===== src/common/rpf_pkg.sv =====
// rpf_pkg: constants and types for the power-fail gate and square-wave selector
// assumes a 20 MHz system clock and an 8-bit register map on a 32-bit wishbone
package rpf_pkg;
   // clock and recovery interval
   localparam int unsigned CLK_PERIOD_NS = 50;
   localparam int unsigned REC_TIME_US   = 150000;
   localparam int unsigned REC_CYCLES    = (REC_TIME_US * 1000) / CLK_PERIOD_NS;
   // register byte offsets
   localparam logic [7:0] OFS_CTRL_A  = 8'h00;
   localparam logic [7:0] OFS_CTRL_B  = 8'h04;
   localparam logic [7:0] OFS_EXT     = 8'h08;
   localparam logic [7:0] OFS_STATUS  = 8'h0C;
   localparam logic [7:0] OFS_SECONDS = 8'h10;
   // field positions
   localparam int unsigned RS_LSB     = 0;
   localparam int unsigned DV_LSB     = 4;
   localparam int unsigned SQ_WAVE_EN_BIT = 3;
   localparam int unsigned FORCE_32K_BIT  = 0;
   localparam int unsigned AUX_BAT_EN_BIT = 1;
   localparam int unsigned OSCEN_BIT  = 2;
   localparam int unsigned ST_RUN_BIT = 0;
   localparam int unsigned ST_AUX_BIT = 1;
   // divider chain
   localparam int unsigned CHAIN_W  = 15;
   localparam logic [3:0]  TAP_MIN  = 4'h1;
   localparam logic [3:0]  TAP_MAX  = 4'hD;
   localparam logic [1:0]  DV_RESET = 2'h3;
   // reset values
   localparam logic [3:0]  RS_RST   = 4'h0;
   localparam logic [2:0]  DV_RST   = 3'h2;

   typedef struct packed {
      logic [2:0] dv;
      logic [3:0] rs;
      logic       square_wave_enable;
      logic       force_32k_output_enable;
      logic       aux_battery_enable;
      logic       osc_en;
   } rpf_ctrl_type;

   typedef enum logic [1:0] {
      ST_FAIL,
      ST_RECOVER,
      ST_ACCESS
   } rpf_state_type;
endpackage : rpf_pkg


===== src/rtl/rpf_core.sv =====
// rpf_core: power-fail access gate, recovery timer, divider chain and square-wave pin
// assumes oscillator, comparator, aux and kickstart pins are asynchronous to clk_i
// Function
// RULE1: after power-up and recovery interval, 32kHz square wave drives the pin.
// RULE2: power-up sets divider control bit one and the forced 32kHz enable.
// RULE3: pin toggles when square-wave enable or forced 32kHz enable is set.
// RULE4: forced 32kHz wins; otherwise the rate-select bits choose the tap.
// RULE5: thirteen selectable taps on a fifteen-stage oscillator divider chain.
// RULE6: in power fail, 32kHz still out if forced, aux enabled, aux present.
// RULE7: in power fail, host accesses are blocked as if chip select inactive.
// RULE8: in power fail, inputs ignored, outputs released except kickstart, power, wave.
// RULE9: after power returns, access only after recovery, oscillator and chain running.
// RULE10: oscillator disabled at power-up: enable it and grant access immediately.
// RULE11: timekeeping keeps counting while host access is blocked.
// RULE12: software clears aux battery enable when no aux battery is fitted.
// RULE13: comparator power-fail level is synchronised before it gates anything.
//
// Local design decisions: the register offsets and the Wishbone register port.
`timescale 1ns/100ps
module rpf_core #(
   parameter int unsigned REC_CYCLES = rpf_pkg::REC_CYCLES
) (
   // system
   input  wire logic        clk_i,
   input  wire logic        rst_i,
   // wishbone slave
   input  wire logic        wb_cyc_i,
   input  wire logic        wb_stb_i,
   input  wire logic        wb_we_i,
   input  wire logic [7:0]  wb_adr_i,
   input  wire logic [3:0]  wb_sel_i,
   input  wire logic [31:0] wb_dat_i,
   output logic      [31:0] wb_dat_o,
   output logic             wb_ack_o,
   // pins
   input  wire logic        osc_clk_i,
   input  wire logic        power_fail_i,
   input  wire logic        aux_battery_supply_i,
   input  wire logic        kickstart_in_n_i,
   output logic             square_wave_out_o,
   output logic             bus_oe_o,
   output logic             power_on_out_n_o
);

   // synchronisers
   logic pf_s1_q, pf_s2_q;
   logic osc_s1_q, osc_s2_q, osc_s3_q;
   logic aux_s1_q, aux_s2_q;
   logic kick_s1_q, kick_s2_q, kick_s3_q;

   rpf_pkg::rpf_ctrl_type  ctrl_q;
   rpf_pkg::rpf_state_type st_q;
   logic [31:0]            rec_cnt_q;
   logic                   rec_done;
   logic [rpf_pkg::CHAIN_W-1:0] chain_q;
   logic                   chain_run;
   logic                   osc_rise;
   logic                   sec_tick;
   logic [31:0]            sec_q;
   logic                   wb_req;
   logic                   wr_en;
   logic                   power_up;
   logic                   kick_req_q;
   logic                   wave_d;
   logic [31:0]            rd_d;

   // tap select for a given rate code
   function automatic logic tap_sel(input logic [3:0] rs,
                                    input logic [rpf_pkg::CHAIN_W-1:0] ch);
      logic r;
      r = 1'b0;
      if (rs >= rpf_pkg::TAP_MIN && rs <= rpf_pkg::TAP_MAX) begin
         r = ch[rs];
      end
      return r;
   endfunction : tap_sel

   // two-flop synchronisers
   always_ff @(posedge clk_i) begin
      if (rst_i) begin
         pf_s1_q <= 1'b1;
         pf_s2_q <= 1'b1;
      end else begin
         pf_s1_q <= power_fail_i;
         pf_s2_q <= pf_s1_q; // RULE13
      end
   end

   always_ff @(posedge clk_i) begin
      if (rst_i) begin
         osc_s1_q <= 1'b0;
         osc_s2_q <= 1'b0;
         osc_s3_q <= 1'b0;
         aux_s1_q <= 1'b0;
         aux_s2_q <= 1'b0;
         kick_s1_q <= 1'b1;
         kick_s2_q <= 1'b1;
         kick_s3_q <= 1'b1;
      end else begin
         osc_s1_q <= osc_clk_i;
         osc_s2_q <= osc_s1_q;
         osc_s3_q <= osc_s2_q;
         aux_s1_q <= aux_battery_supply_i;
         aux_s2_q <= aux_s1_q;
         kick_s1_q <= kickstart_in_n_i;
         kick_s2_q <= kick_s1_q;
         kick_s3_q <= kick_s2_q;
      end
   end

   assign osc_rise  = osc_s2_q & ~osc_s3_q;
   assign chain_run = ctrl_q.osc_en & (ctrl_q.dv[2:1] != rpf_pkg::DV_RESET);
   assign sec_tick  = osc_rise & chain_run & (&chain_q);
   assign rec_done  = (rec_cnt_q >= REC_CYCLES - 1);
   assign power_up  = (st_q == rpf_pkg::ST_FAIL) & ~pf_s2_q;

   // divider chain, 15 stages on the oscillator
   always_ff @(posedge clk_i) begin
      if (rst_i) begin
         chain_q <= '0;
      end else if (!chain_run) begin
         chain_q <= '0;
      end else if (osc_rise) begin
         chain_q <= chain_q + 15'h0001; // RULE5
      end
   end

   // seconds count, independent of access gating
   always_ff @(posedge clk_i) begin
      if (rst_i) begin
         sec_q <= 32'h0000_0000;
      end else if (sec_tick) begin
         sec_q <= sec_q + 32'h0000_0001; // RULE11
      end
   end

   // access state machine
   always_ff @(posedge clk_i) begin
      if (rst_i) begin
         st_q <= rpf_pkg::ST_FAIL;
      end else if (pf_s2_q) begin
         st_q <= rpf_pkg::ST_FAIL; // RULE13
      end else begin
         case (st_q)
            rpf_pkg::ST_FAIL: begin
               if (!ctrl_q.osc_en) begin
                  st_q <= rpf_pkg::ST_ACCESS; // RULE10
               end else begin
                  st_q <= rpf_pkg::ST_RECOVER;
               end
            end
            rpf_pkg::ST_RECOVER: begin
               if (rec_done && chain_run) begin
                  st_q <= rpf_pkg::ST_ACCESS; // RULE9
               end
            end
            default: begin
               st_q <= rpf_pkg::ST_ACCESS;
            end
         endcase
      end
   end

   // recovery interval counter
   always_ff @(posedge clk_i) begin
      if (rst_i) begin
         rec_cnt_q <= 32'h0000_0000;
      end else if (st_q != rpf_pkg::ST_RECOVER) begin
         rec_cnt_q <= 32'h0000_0000;
      end else if (!rec_done) begin
         rec_cnt_q <= rec_cnt_q + 32'h0000_0001; // RULE9
      end
   end

   // wishbone request, blocked outside access
   assign wb_req = wb_cyc_i & wb_stb_i & ~wb_ack_o;
   assign wr_en  = wb_req & wb_we_i & wb_sel_i[0] & (st_q == rpf_pkg::ST_ACCESS); // RULE7

   always_ff @(posedge clk_i) begin
      if (rst_i) begin
         wb_ack_o <= 1'b0;
      end else begin
         wb_ack_o <= wb_req;
      end
   end

   // control registers; power-up set wins over a write
   always_ff @(posedge clk_i) begin
      if (rst_i) begin
         ctrl_q.rs     <= rpf_pkg::RS_RST;
         ctrl_q.dv     <= rpf_pkg::DV_RST;
         ctrl_q.square_wave_enable      <= 1'b0;
         ctrl_q.force_32k_output_enable <= 1'b0;
         ctrl_q.aux_battery_enable      <= 1'b0;
         ctrl_q.osc_en                  <= 1'b1;
      end else begin
         if (wr_en) begin
            if (wb_adr_i == rpf_pkg::OFS_CTRL_A) begin
               ctrl_q.rs <= wb_dat_i[rpf_pkg::RS_LSB +: 4];
               ctrl_q.dv <= wb_dat_i[rpf_pkg::DV_LSB +: 3];
            end else if (wb_adr_i == rpf_pkg::OFS_CTRL_B) begin
               ctrl_q.square_wave_enable <= wb_dat_i[rpf_pkg::SQ_WAVE_EN_BIT];
            end else if (wb_adr_i == rpf_pkg::OFS_EXT) begin
               ctrl_q.force_32k_output_enable <= wb_dat_i[rpf_pkg::FORCE_32K_BIT];
               ctrl_q.aux_battery_enable      <= wb_dat_i[rpf_pkg::AUX_BAT_EN_BIT]; // RULE12
               ctrl_q.osc_en                  <= wb_dat_i[rpf_pkg::OSCEN_BIT];
            end
         end
         if (power_up) begin
            ctrl_q.dv[1]                   <= 1'b1; // RULE2
            ctrl_q.force_32k_output_enable <= 1'b1; // RULE2
            ctrl_q.osc_en                  <= 1'b1; // RULE10
         end
      end
   end

   // read mux
   always_comb begin
      rd_d = 32'h0000_0000;
      if (st_q == rpf_pkg::ST_ACCESS) begin
         if (wb_adr_i == rpf_pkg::OFS_CTRL_A) begin
            rd_d[rpf_pkg::RS_LSB +: 4] = ctrl_q.rs;
            rd_d[rpf_pkg::DV_LSB +: 3] = ctrl_q.dv;
         end else if (wb_adr_i == rpf_pkg::OFS_CTRL_B) begin
            rd_d[rpf_pkg::SQ_WAVE_EN_BIT] = ctrl_q.square_wave_enable;
         end else if (wb_adr_i == rpf_pkg::OFS_EXT) begin
            rd_d[rpf_pkg::FORCE_32K_BIT]  = ctrl_q.force_32k_output_enable;
            rd_d[rpf_pkg::AUX_BAT_EN_BIT] = ctrl_q.aux_battery_enable;
            rd_d[rpf_pkg::OSCEN_BIT] = ctrl_q.osc_en;
         end else if (wb_adr_i == rpf_pkg::OFS_STATUS) begin
            rd_d[rpf_pkg::ST_RUN_BIT] = chain_run;
            rd_d[rpf_pkg::ST_AUX_BIT] = aux_s2_q;
         end else if (wb_adr_i == rpf_pkg::OFS_SECONDS) begin
            rd_d = sec_q;
         end
      end
   end

   always_ff @(posedge clk_i) begin
      if (rst_i) begin
         wb_dat_o <= 32'h0000_0000;
      end else if (wb_req && !wb_we_i) begin
         wb_dat_o <= rd_d; // RULE7
      end else begin
         wb_dat_o <= 32'h0000_0000;
      end
   end

   // square wave source select
   always_comb begin
      wave_d = 1'b0;
      case (st_q)
         rpf_pkg::ST_ACCESS: begin
            if (ctrl_q.force_32k_output_enable) begin
               wave_d = osc_s2_q; // RULE1 RULE4
            end else if (ctrl_q.square_wave_enable) begin
               wave_d = tap_sel(ctrl_q.rs, chain_q); // RULE3 RULE4 RULE5
            end
         end
         rpf_pkg::ST_FAIL: begin
            if (ctrl_q.force_32k_output_enable && ctrl_q.aux_battery_enable
                && aux_s2_q) begin
               wave_d = osc_s2_q; // RULE6
            end
         end
         default: begin
            wave_d = 1'b0;
         end
      endcase
   end

   always_ff @(posedge clk_i) begin
      if (rst_i) begin
         square_wave_out_o <= 1'b0;
      end else begin
         square_wave_out_o <= wave_d;
      end
   end

   // pin enables and kickstart power request
   always_ff @(posedge clk_i) begin
      if (rst_i) begin
         bus_oe_o <= 1'b0;
      end else begin
         bus_oe_o <= (st_q == rpf_pkg::ST_ACCESS) & ~pf_s2_q; // RULE8
      end
   end

   always_ff @(posedge clk_i) begin
      if (rst_i) begin
         kick_req_q <= 1'b0;
      end else if (st_q != rpf_pkg::ST_FAIL) begin
         kick_req_q <= 1'b0;
      end else if (!kick_s2_q && kick_s3_q && ctrl_q.aux_battery_enable && aux_s2_q) begin
         kick_req_q <= 1'b1; // RULE8
      end
   end

   always_ff @(posedge clk_i) begin
      if (rst_i) begin
         power_on_out_n_o <= 1'b1;
      end else begin
         power_on_out_n_o <= ~((st_q != rpf_pkg::ST_FAIL) | kick_req_q);
      end
   end

   // assertions
   fail_rd_zero_a: assert property (@(posedge clk_i) disable iff (rst_i) // RULE7
      (st_q == rpf_pkg::ST_FAIL && wb_req) |=> (wb_dat_o == 32'h0000_0000))
      else $error("read data leaked during power fail");

   fail_sync_a: assert property (@(posedge clk_i) disable iff (rst_i) // RULE13
      $rose(pf_s2_q) |=> (st_q == rpf_pkg::ST_FAIL))
      else $error("synchronised power fail did not block access");

   powerup_set_a: assert property (@(posedge clk_i) disable iff (rst_i) // RULE2
      power_up |=> (ctrl_q.dv[1] && ctrl_q.force_32k_output_enable))
      else $error("power-up did not set divider bit and 32k enable");

   wave_off_a: assert property (@(posedge clk_i) disable iff (rst_i) // RULE3
      ($past(st_q) == rpf_pkg::ST_ACCESS && !$past(ctrl_q.square_wave_enable)
       && !$past(ctrl_q.force_32k_output_enable))
      |-> !square_wave_out_o)
      else $error("square wave on while both enables clear");

   force_32k_a: assert property (@(posedge clk_i) disable iff (rst_i) // RULE4
      (st_q == rpf_pkg::ST_ACCESS && ctrl_q.force_32k_output_enable)
      |=> (square_wave_out_o == $past(osc_s2_q)))
      else $error("forced 32k not on the pin");

   rec_wait_a: assert property (@(posedge clk_i) disable iff (rst_i) // RULE9
      (st_q == rpf_pkg::ST_ACCESS && $past(st_q) == rpf_pkg::ST_RECOVER)
      |-> ($past(rec_done) && $past(chain_run)))
      else $error("access granted before recovery interval");

   osc_off_a: assert property (@(posedge clk_i) disable iff (rst_i) // RULE10
      (power_up && !ctrl_q.osc_en && !pf_s2_q) |=> (st_q == rpf_pkg::ST_ACCESS && ctrl_q.osc_en))
      else $error("disabled oscillator did not give immediate access");

   aux_32k_a: assert property (@(posedge clk_i) disable iff (rst_i) // RULE6
      (st_q == rpf_pkg::ST_FAIL && ctrl_q.force_32k_output_enable
       && ctrl_q.aux_battery_enable && aux_s2_q)
      |=> (square_wave_out_o == $past(osc_s2_q)))
      else $error("32k missing on aux battery during power fail");

   sec_count_a: assert property (@(posedge clk_i) disable iff (rst_i) // RULE11
      sec_tick |=> (sec_q == $past(sec_q) + 32'h0000_0001))
      else $error("seconds did not advance");

   fail_hiz_a: assert property (@(posedge clk_i) disable iff (rst_i) // RULE8
      (st_q == rpf_pkg::ST_FAIL) |=> !bus_oe_o)
      else $error("bus drive enabled during power fail");

   chain_step_a: assert property (@(posedge clk_i) disable iff (rst_i) // RULE5
      (osc_rise && chain_run) |=> (chain_q == $past(chain_q) + 15'h0001))
      else $error("divider chain did not step");

   fail_chain_a: assert property (@(posedge clk_i) disable iff (rst_i) // RULE11
      (st_q == rpf_pkg::ST_FAIL && osc_rise && chain_run)
      |=> (chain_q == $past(chain_q) + 15'h0001))
      else $error("divider chain stalled during power fail");

   rec_first_a: assert property (@(posedge clk_i) disable iff (rst_i) // RULE1
      (st_q == rpf_pkg::ST_RECOVER) |=> !square_wave_out_o)
      else $error("square wave before recovery interval ended");

endmodule : rpf_core


===== config.mk =====
export PLATFORM = sky130hd
export DESIGN_NAME = rpf_core
export DESIGN_NICKNAME = d
export VERILOG_FILES = /design/src/common/rpf_pkg.sv /design/src/rtl/rpf_core.sv
export SDC_FILE = /design/constraint.sdc
export NUM_CORES = 1
export LEC_CHECK = 0
export BUFFER_PORTS_ARGS = -buffer_cell sky130_fd_sc_hd__buf_4
export CAP_MARGIN = 20
export CORE_UTILIZATION = 59
export CTS_BUF_LIST = sky130_fd_sc_hd__clkbuf_8
export CTS_CLUSTER_DIAMETER = 150
export DETAILED_ROUTE_END_ITERATION = 10
export MAX_ROUTING_LAYER = met4
export PLACE_DENSITY = 0.9
export SLEW_MARGIN = 25
export SYNTH_ARGS = -nofsm -noshare
export SYNTH_HDL_FRONTEND = slang
export SYNTH_SLANG_ARGS = --single-unit

===== constraint.sdc =====
create_clock -name clk_i -period 2.5 [get_ports clk_i]
set_input_delay 0.5 -clock clk_i [delete_from_list [all_inputs] [get_ports clk_i]]
set_output_delay 0.5 -clock clk_i [all_outputs]
set_load 0.02 [all_outputs]

==> After elaboration in Yosys (flattened, before gate mapping) <==
Index checks and enable logic that the tools add are counted.
{ "word_totals": {"in_bits": 53, "ff_bits": 139} }
{ "op_classes": {"n_bitwise": 21, "muxes": 29, "addsub": 3, "order_cmp": 4, "n_reduce_logical": 27, "eq_ne": 11} }
{ "ops": {"columns": ["operator", "n"], "rows": [
  ["2-to-1 mux 32 bit", 6],
  ["adder 32 x 1 -> 32 bit (second input constant)", 2],
  ["greater-or-equal comparator 32 x 22 -> 1 bit (second input constant)", 1],
  ["2-to-1 mux 3 bit", 7],
  ["== test 8 x 4 -> 1 bit (second input constant)", 2],
  ["adder 15 x 1 -> 15 bit (second input constant)", 1],
  ["AND reduction 15 bit", 1],
  ["bitwise AND 1 bit", 11],
  ["OR reduction 2 bit", 5],
  ["inverter 1 bit", 9],
  ["== test 8 x 3 -> 1 bit (second input constant)", 1],
  ["== test 8 x 5 -> 1 bit (second input constant)", 1],
  ["logical AND 1 bit", 8],
  ["zero test 8 bit", 1],
  ["!= test 2 bit (second input constant)", 4],
  ["AND reduction 4 bit", 2],
  ["2-to-1 mux 1 bit", 7],
  ["2-to-1 mux 7 bit", 1],
  ["OR reduction 7 bit", 1],
  ["2-to-1 mux 2 bit", 3],
  ["nonzero test 2 bit", 3],
  ["< comparator 4 x 5 -> 1 bit (second input constant)", 1],
  ["2-to-1 mux 5 bit", 1],
  ["binary-select mux 1 bit (select 4 bit)", 1],
  ["14 further kinds", 15]
]} }

==> Longest topological paths before layout <==
{ "depth": {"depth_word": 11, "depth_mapped": 7, "mapped_depth_nobuf": 6} }

==> Least setup slack after synthesis <==
Ideal clock, no wire load.
{ "synth_timing": {"kind": "register to register", "startpoint": "register chain_q[0] in the netlist's numbering", "endpoint": "register sec_q[31]", "path_stages_with_launch": 8, "path_slack_ns": 0.262, "path_buffers": 1, "arrival_time_ns": 2.118, "synth_period_minus_slack_ns": 2.238, "setup_ns": 0.121, "path_cell_list": "dfxtp_1 -> ha_1 -> and4b_2 -> nand4_1 -> clkbuf_1 -> or2_1 -> nor4_1 -> mux2_2"} }
{ "synth_via": {"elab_chain_cells": 2} }
{ "synth_rtl": {"columns": ["item", "line_no", "source"], "rows": [
  ["start, declared", "rpf_core.sv:55", "logic [rpf_pkg::CHAIN_W-1:0] chain_q;"],
  ["start signal, assigned", "rpf_core.sv:124", "chain_q <= chain_q + 15'h0001;"],
  ["AND reduction 15 bit", "rpf_core.sv:113", "assign sec_tick = osc_rise & chain_run & (&chain_q);"],
  ["bitwise AND 1 bit", "rpf_core.sv:113", null],
  ["end signal, assigned", "rpf_core.sv:133", "sec_q <= sec_q + 32'h0000_0001;"],
  ["end, declared", "rpf_core.sv:59", "logic [31:0] sec_q;"]
]} }
Every way passes these cells.
A chain may end at the register's enable or synchronous reset.

==> Worst setup path after layout <==
{ "layout_timing": {"startpoint": "register chain_q[2] in the netlist's numbering", "endpoint": "register sec_q[30]"} }
The elaborated chain is that of the path after synthesis.

==> out/qor.csv <==
stage,metric,value,unit
floorplan,Chip Height,102,um
floorplan,Die Span X,102,um
worst_setup_path,number of buffer and inverter stages on the critical path,0,
worst_setup_path,worst reg2reg startpoint,chain_q[2]$_SDFFE_PP0P_,
final_layout,register cell area after layout,2780,um^2
timing,final setup violation count,0,
worst_setup_path,data required time of the critical path,2.88,ns
global_routing,total congestion overflow after global routing,0,
place,final weighted congestion of routability-driven global placement,0.894,
timing,final setup skew,0.00978,ns
final_layout,# nets final,764,
logic_synthesis,count of mapped cells out of synthesis,647,
clocking,Post-CTS Setup Inserts,0,
route,drt initial violations,282,
global_routing,met1 usage,32.1,%
final_layout,fin area,6930,um^2
logic_synthesis,sequential area share after synthesis,46.7,%
global_routing,wire length of the first global-routing pass,21.9,mm
logic_synthesis,number of distinct library cells after synthesis,68,
global_routing,most congested layer reported by global routing,met2,
outcome,result of the run,"complete, no violations",
timing,final critical-path share of the clock period,95.3,%
logic_synthesis,number of enable-type register cells in the synthesized netlist,0,
clocking,maximum count of clock buffers along a single path,2,
logic_synthesis,library cell with the largest summed area after synthesis,dfxtp_1,
clocking,clock-pin transition on the worst setup and hold timing paths,0.08,ns
route,average wire per standard cell,15.5,um
logic_synthesis,predominant post-synthesis flop cell,dfxtp_1,
logic_synthesis,flip-flop and latch count after synthesis,139,
logic_synthesis,Post-Synthesis Cell Area,5960,um^2
timing,Worst Hold Margin,0.236,ns
floorplan,cell row count,36,
hold_path,path class of the lowest-slack min-delay path,in -> reg,
pwr,maximum vdd ir drop,521,uV
timing,setup_tns,0,ns
clocking,clock network latency to the later pin of the worst-skew pair,0.44,ns
route,total vias in the final route,5074,
global_routing,largest net degree at the start of global routing,29,
run,total of max-cap violations,0,
worst_setup_path,number of cells traversed by the worst register-to-register path,5,
worst_setup_path,sort of element at the start of the critical path,flop,
timing,Max Transition Viols Final,0,
clocking,hold buffers post-CTS,0,
clocking,TritonCTS clock tree,built,
timing,measured slew at the worst slew-check pin,0.627,ns
worst_setup_path,critical path data arrival time,2.76,ns
worst_setup_path,Crit Path Class,reg -> reg,
worst_setup_path,Critical path origin,chain_q[2]$_SDFFE_PP0P_,
floorplan,die area,10500,um^2
floorplan,Starting Density,60.9,%
final_layout,Area growth syn-to-layout,16.3,%
final_layout,proportion of layout cells with a drive suffix above 1,20.1,%
worst_setup_path,Setup crit end,sec_q[30]$_SDFFE_PP0P_,
logic_synthesis,"top cells by area, synth","dfxtp_1 47%, and2_1 3.8%, a21oi_1 3.1%",
worst_setup_path,count of cell instances traversed by the critical path,5,
logic_synthesis,share of the synthesized area in the top cell type,46.7,%
route,vias per cell,5.94,
worst_setup_path,minimum setup slack among reg-to-reg paths,0.12,ns
worst_setup_path,Critical Path Fanout Max,9,
floorplan,IO Count,89,
timing,worst slew margin relative to its limit,58.1,%
worst_setup_path,slowest cell on the critical path,or4_4,
clocking,Root Buffer Master,clkbuf_8,
worst_setup_path,worst reg2reg endpoint,sec_q[30]$_SDFFE_PP0P_,
worst_setup_path,worst-path cell chain,"and4_1, nand3_4, or4_4, or4_1, a21oi_1",
timing,Final Hold Vio Count,0,
logic_synthesis,post-synth net total,703,
final_layout,number of inserted diodes,0,
floorplan,core region area,9770,um^2
worst_setup_path,kind of end point of the critical path,flop,
clocking,H-tree levels,4,
global_routing,via count of the first global-routing pass,4728,
worst_setup_path,largest stage delay on the critical path,0.61,ns
final_layout,area of the multi-input gates,2960,um^2
global_routing,total routing resource utilization after global routing,27.6,%
place,placed wire-length estimate after detailed placement,9.26,mm
pwr,static power due to leakage,2.54,nW
logic_synthesis,share of synthesized registers carrying an async set or reset,0,%
clocking,clock buffer count from CTS,17,
worst_setup_path,family with the most delay on the worst path,simple AND/OR/NAND/NOR gates,
clocking,number of gates given a new drive strength after cts,0,
logic_synthesis,count of yosys warnings during synthesis,0,
timing,setup repair after global routing missed its margin,false,
route,detailed-route wire length,13.3,mm
pwr,Power per Cell Area,595,nW/um^2
timing,crit path time final,2.38,ns
final_layout,Filler Cell Count,732,
global_routing,met3 capacity usage during global routing,6.57,%
place,Placed Instances,822,
logic_synthesis,"Avg Cell Area, Syn",9.21,um^2
clocking,CTS sink count,139,
final_layout,Post-Layout Cell Count,854,
global_routing,number of antenna violations at the first check in global routing,0,
timing,fmax,420,MHz
route,remaining routing DRC violations,0,
route,iteration count of the initial detailed-routing pass,5,
route,count of nets left with antenna violations after detail routing,0,
place,placed cell areas,6530,um^2
global_routing,M2 GR Usage,45.1,%
place,# port buffers,60,
flip-flops by register name, indices dropped and copies added (netlist names), 2 cells and up:
signal / flops
ctrl_q: 11
sec_q: 32
chain_q: 15
wb_dat_o: 32
rec_cnt_q: 32
st_q: 2
worst min path at each step:
stage                          from                    to  cells after the start
2_1_floorplan  kick_s1_q$_SDFF_PP1_  kick_s2_q$_SDFF_PP1_                      1
3_3_place_gp     pf_s1_q$_SDFF_PP1_    pf_s2_q$_SDFF_PP1_                      1
6_report               power_fail_i    pf_s1_q$_SDFF_PP1_                      2
5_1_grt                power_fail_i    pf_s1_q$_SDFF_PP1_                      2
3_5_place_dp   kick_s1_q$_SDFF_PP1_  kick_s2_q$_SDFF_PP1_                      1
4_1_cts                power_fail_i    pf_s1_q$_SDFF_PP1_                      2
stage by stage:
stage	setup WS (ns)	util, %	power (mW)
floorplan	0.262	-	2.33
global placement	0.193	66.8	2.37
CTS	0.157	70.9	4.14
global route	0.0319	70.9	4.25
finish	0.119	70.9	4.12
detailed placement	0.120	66.8	2.37
metal layers:
layer,part of all wire [%],vias up
met1,42,2397
met2,50,190
met3,5.3,36
li1,-,2451
met4,2.1,0
met5,0,-
final cells by class:
cell class	instances	share of cell area [%]
clock buffer	18	3.58
clock inverter	14	2.10
inverter	14	0.759
multi-input combinational	460	42.7
sequential	139	40.2
tap	133	2.40
timing repair buffer	76	8.24
worst reg2reg max path, cell delays in order (launching register included):
cell     delay, ns
dfxtp_1       0.43
and4_1        0.44
nand3_4       0.19
or4_4         0.61
or4_1         0.50
a21oi_1       0.15
kinds of logic (layout without fill, tap and decap cells):
family                   Yosys count  count (layout)  share of synthesized area (%)
AND/OR/NAND/NOR                  320             320                           31.4
flip-flops                       139             139                           46.7
multiplexers                      25              25                           4.75
buffers and inverters             48             122                           3.68
XOR/XNOR                          27              27                           3.97
AO/OA/AOI/OAI                     85              85                           8.86
adder cells (fa/ha/maj)            3               3                          0.630
cell usage after synthesis, drive strengths merged (5+ instances only):
cell,count
dfxtp,139
nand2,49
nor2,45
and2,38
a21oi,37
nand3,29
clkbuf,28
nor4,24
nand4,23
or3,20
xnor2,20
mux2i,17
o21ai,16
nand2b,15
or4,15
inv,14
and3,11
nor2b,9
and4,8
nor3,7
or2,7
xor2,7
buf,6
mux2,6
nand3b,6
o31ai,6
a22oi,5
nor4b,5
where the power goes:
part / internal, mW / total [mW] / switching (mW)
Clock: 0.914 / 1.80 / 0.882
Sequential: 2.22 / 2.23 / 0.00622
Combinational: 0.0443 / 0.0926 / 0.0484
Total: 3.18 / 4.12 / 0.937
cells in the final DEF, fill, tap and decap left out, drive strengths merged, types with 6 or more instances in the layout:
master  instances
dfxtp         139
or3            20
xnor2          20
and2           38
nor2b           9
nand4          23
xor2            7
nand2          49
or2             7
or4            15
mux2            6
nor4           24
o21ai          16
and4            8
nor2           45
nand3          29
and3           11
inv            18
o31ai           6
clkbuf         18
buf            76
nand2b         15
mux2i          17
a21oi          37
nor3            7
nand3b          6
Note: power is estimated with default switching activity, not from simulation.
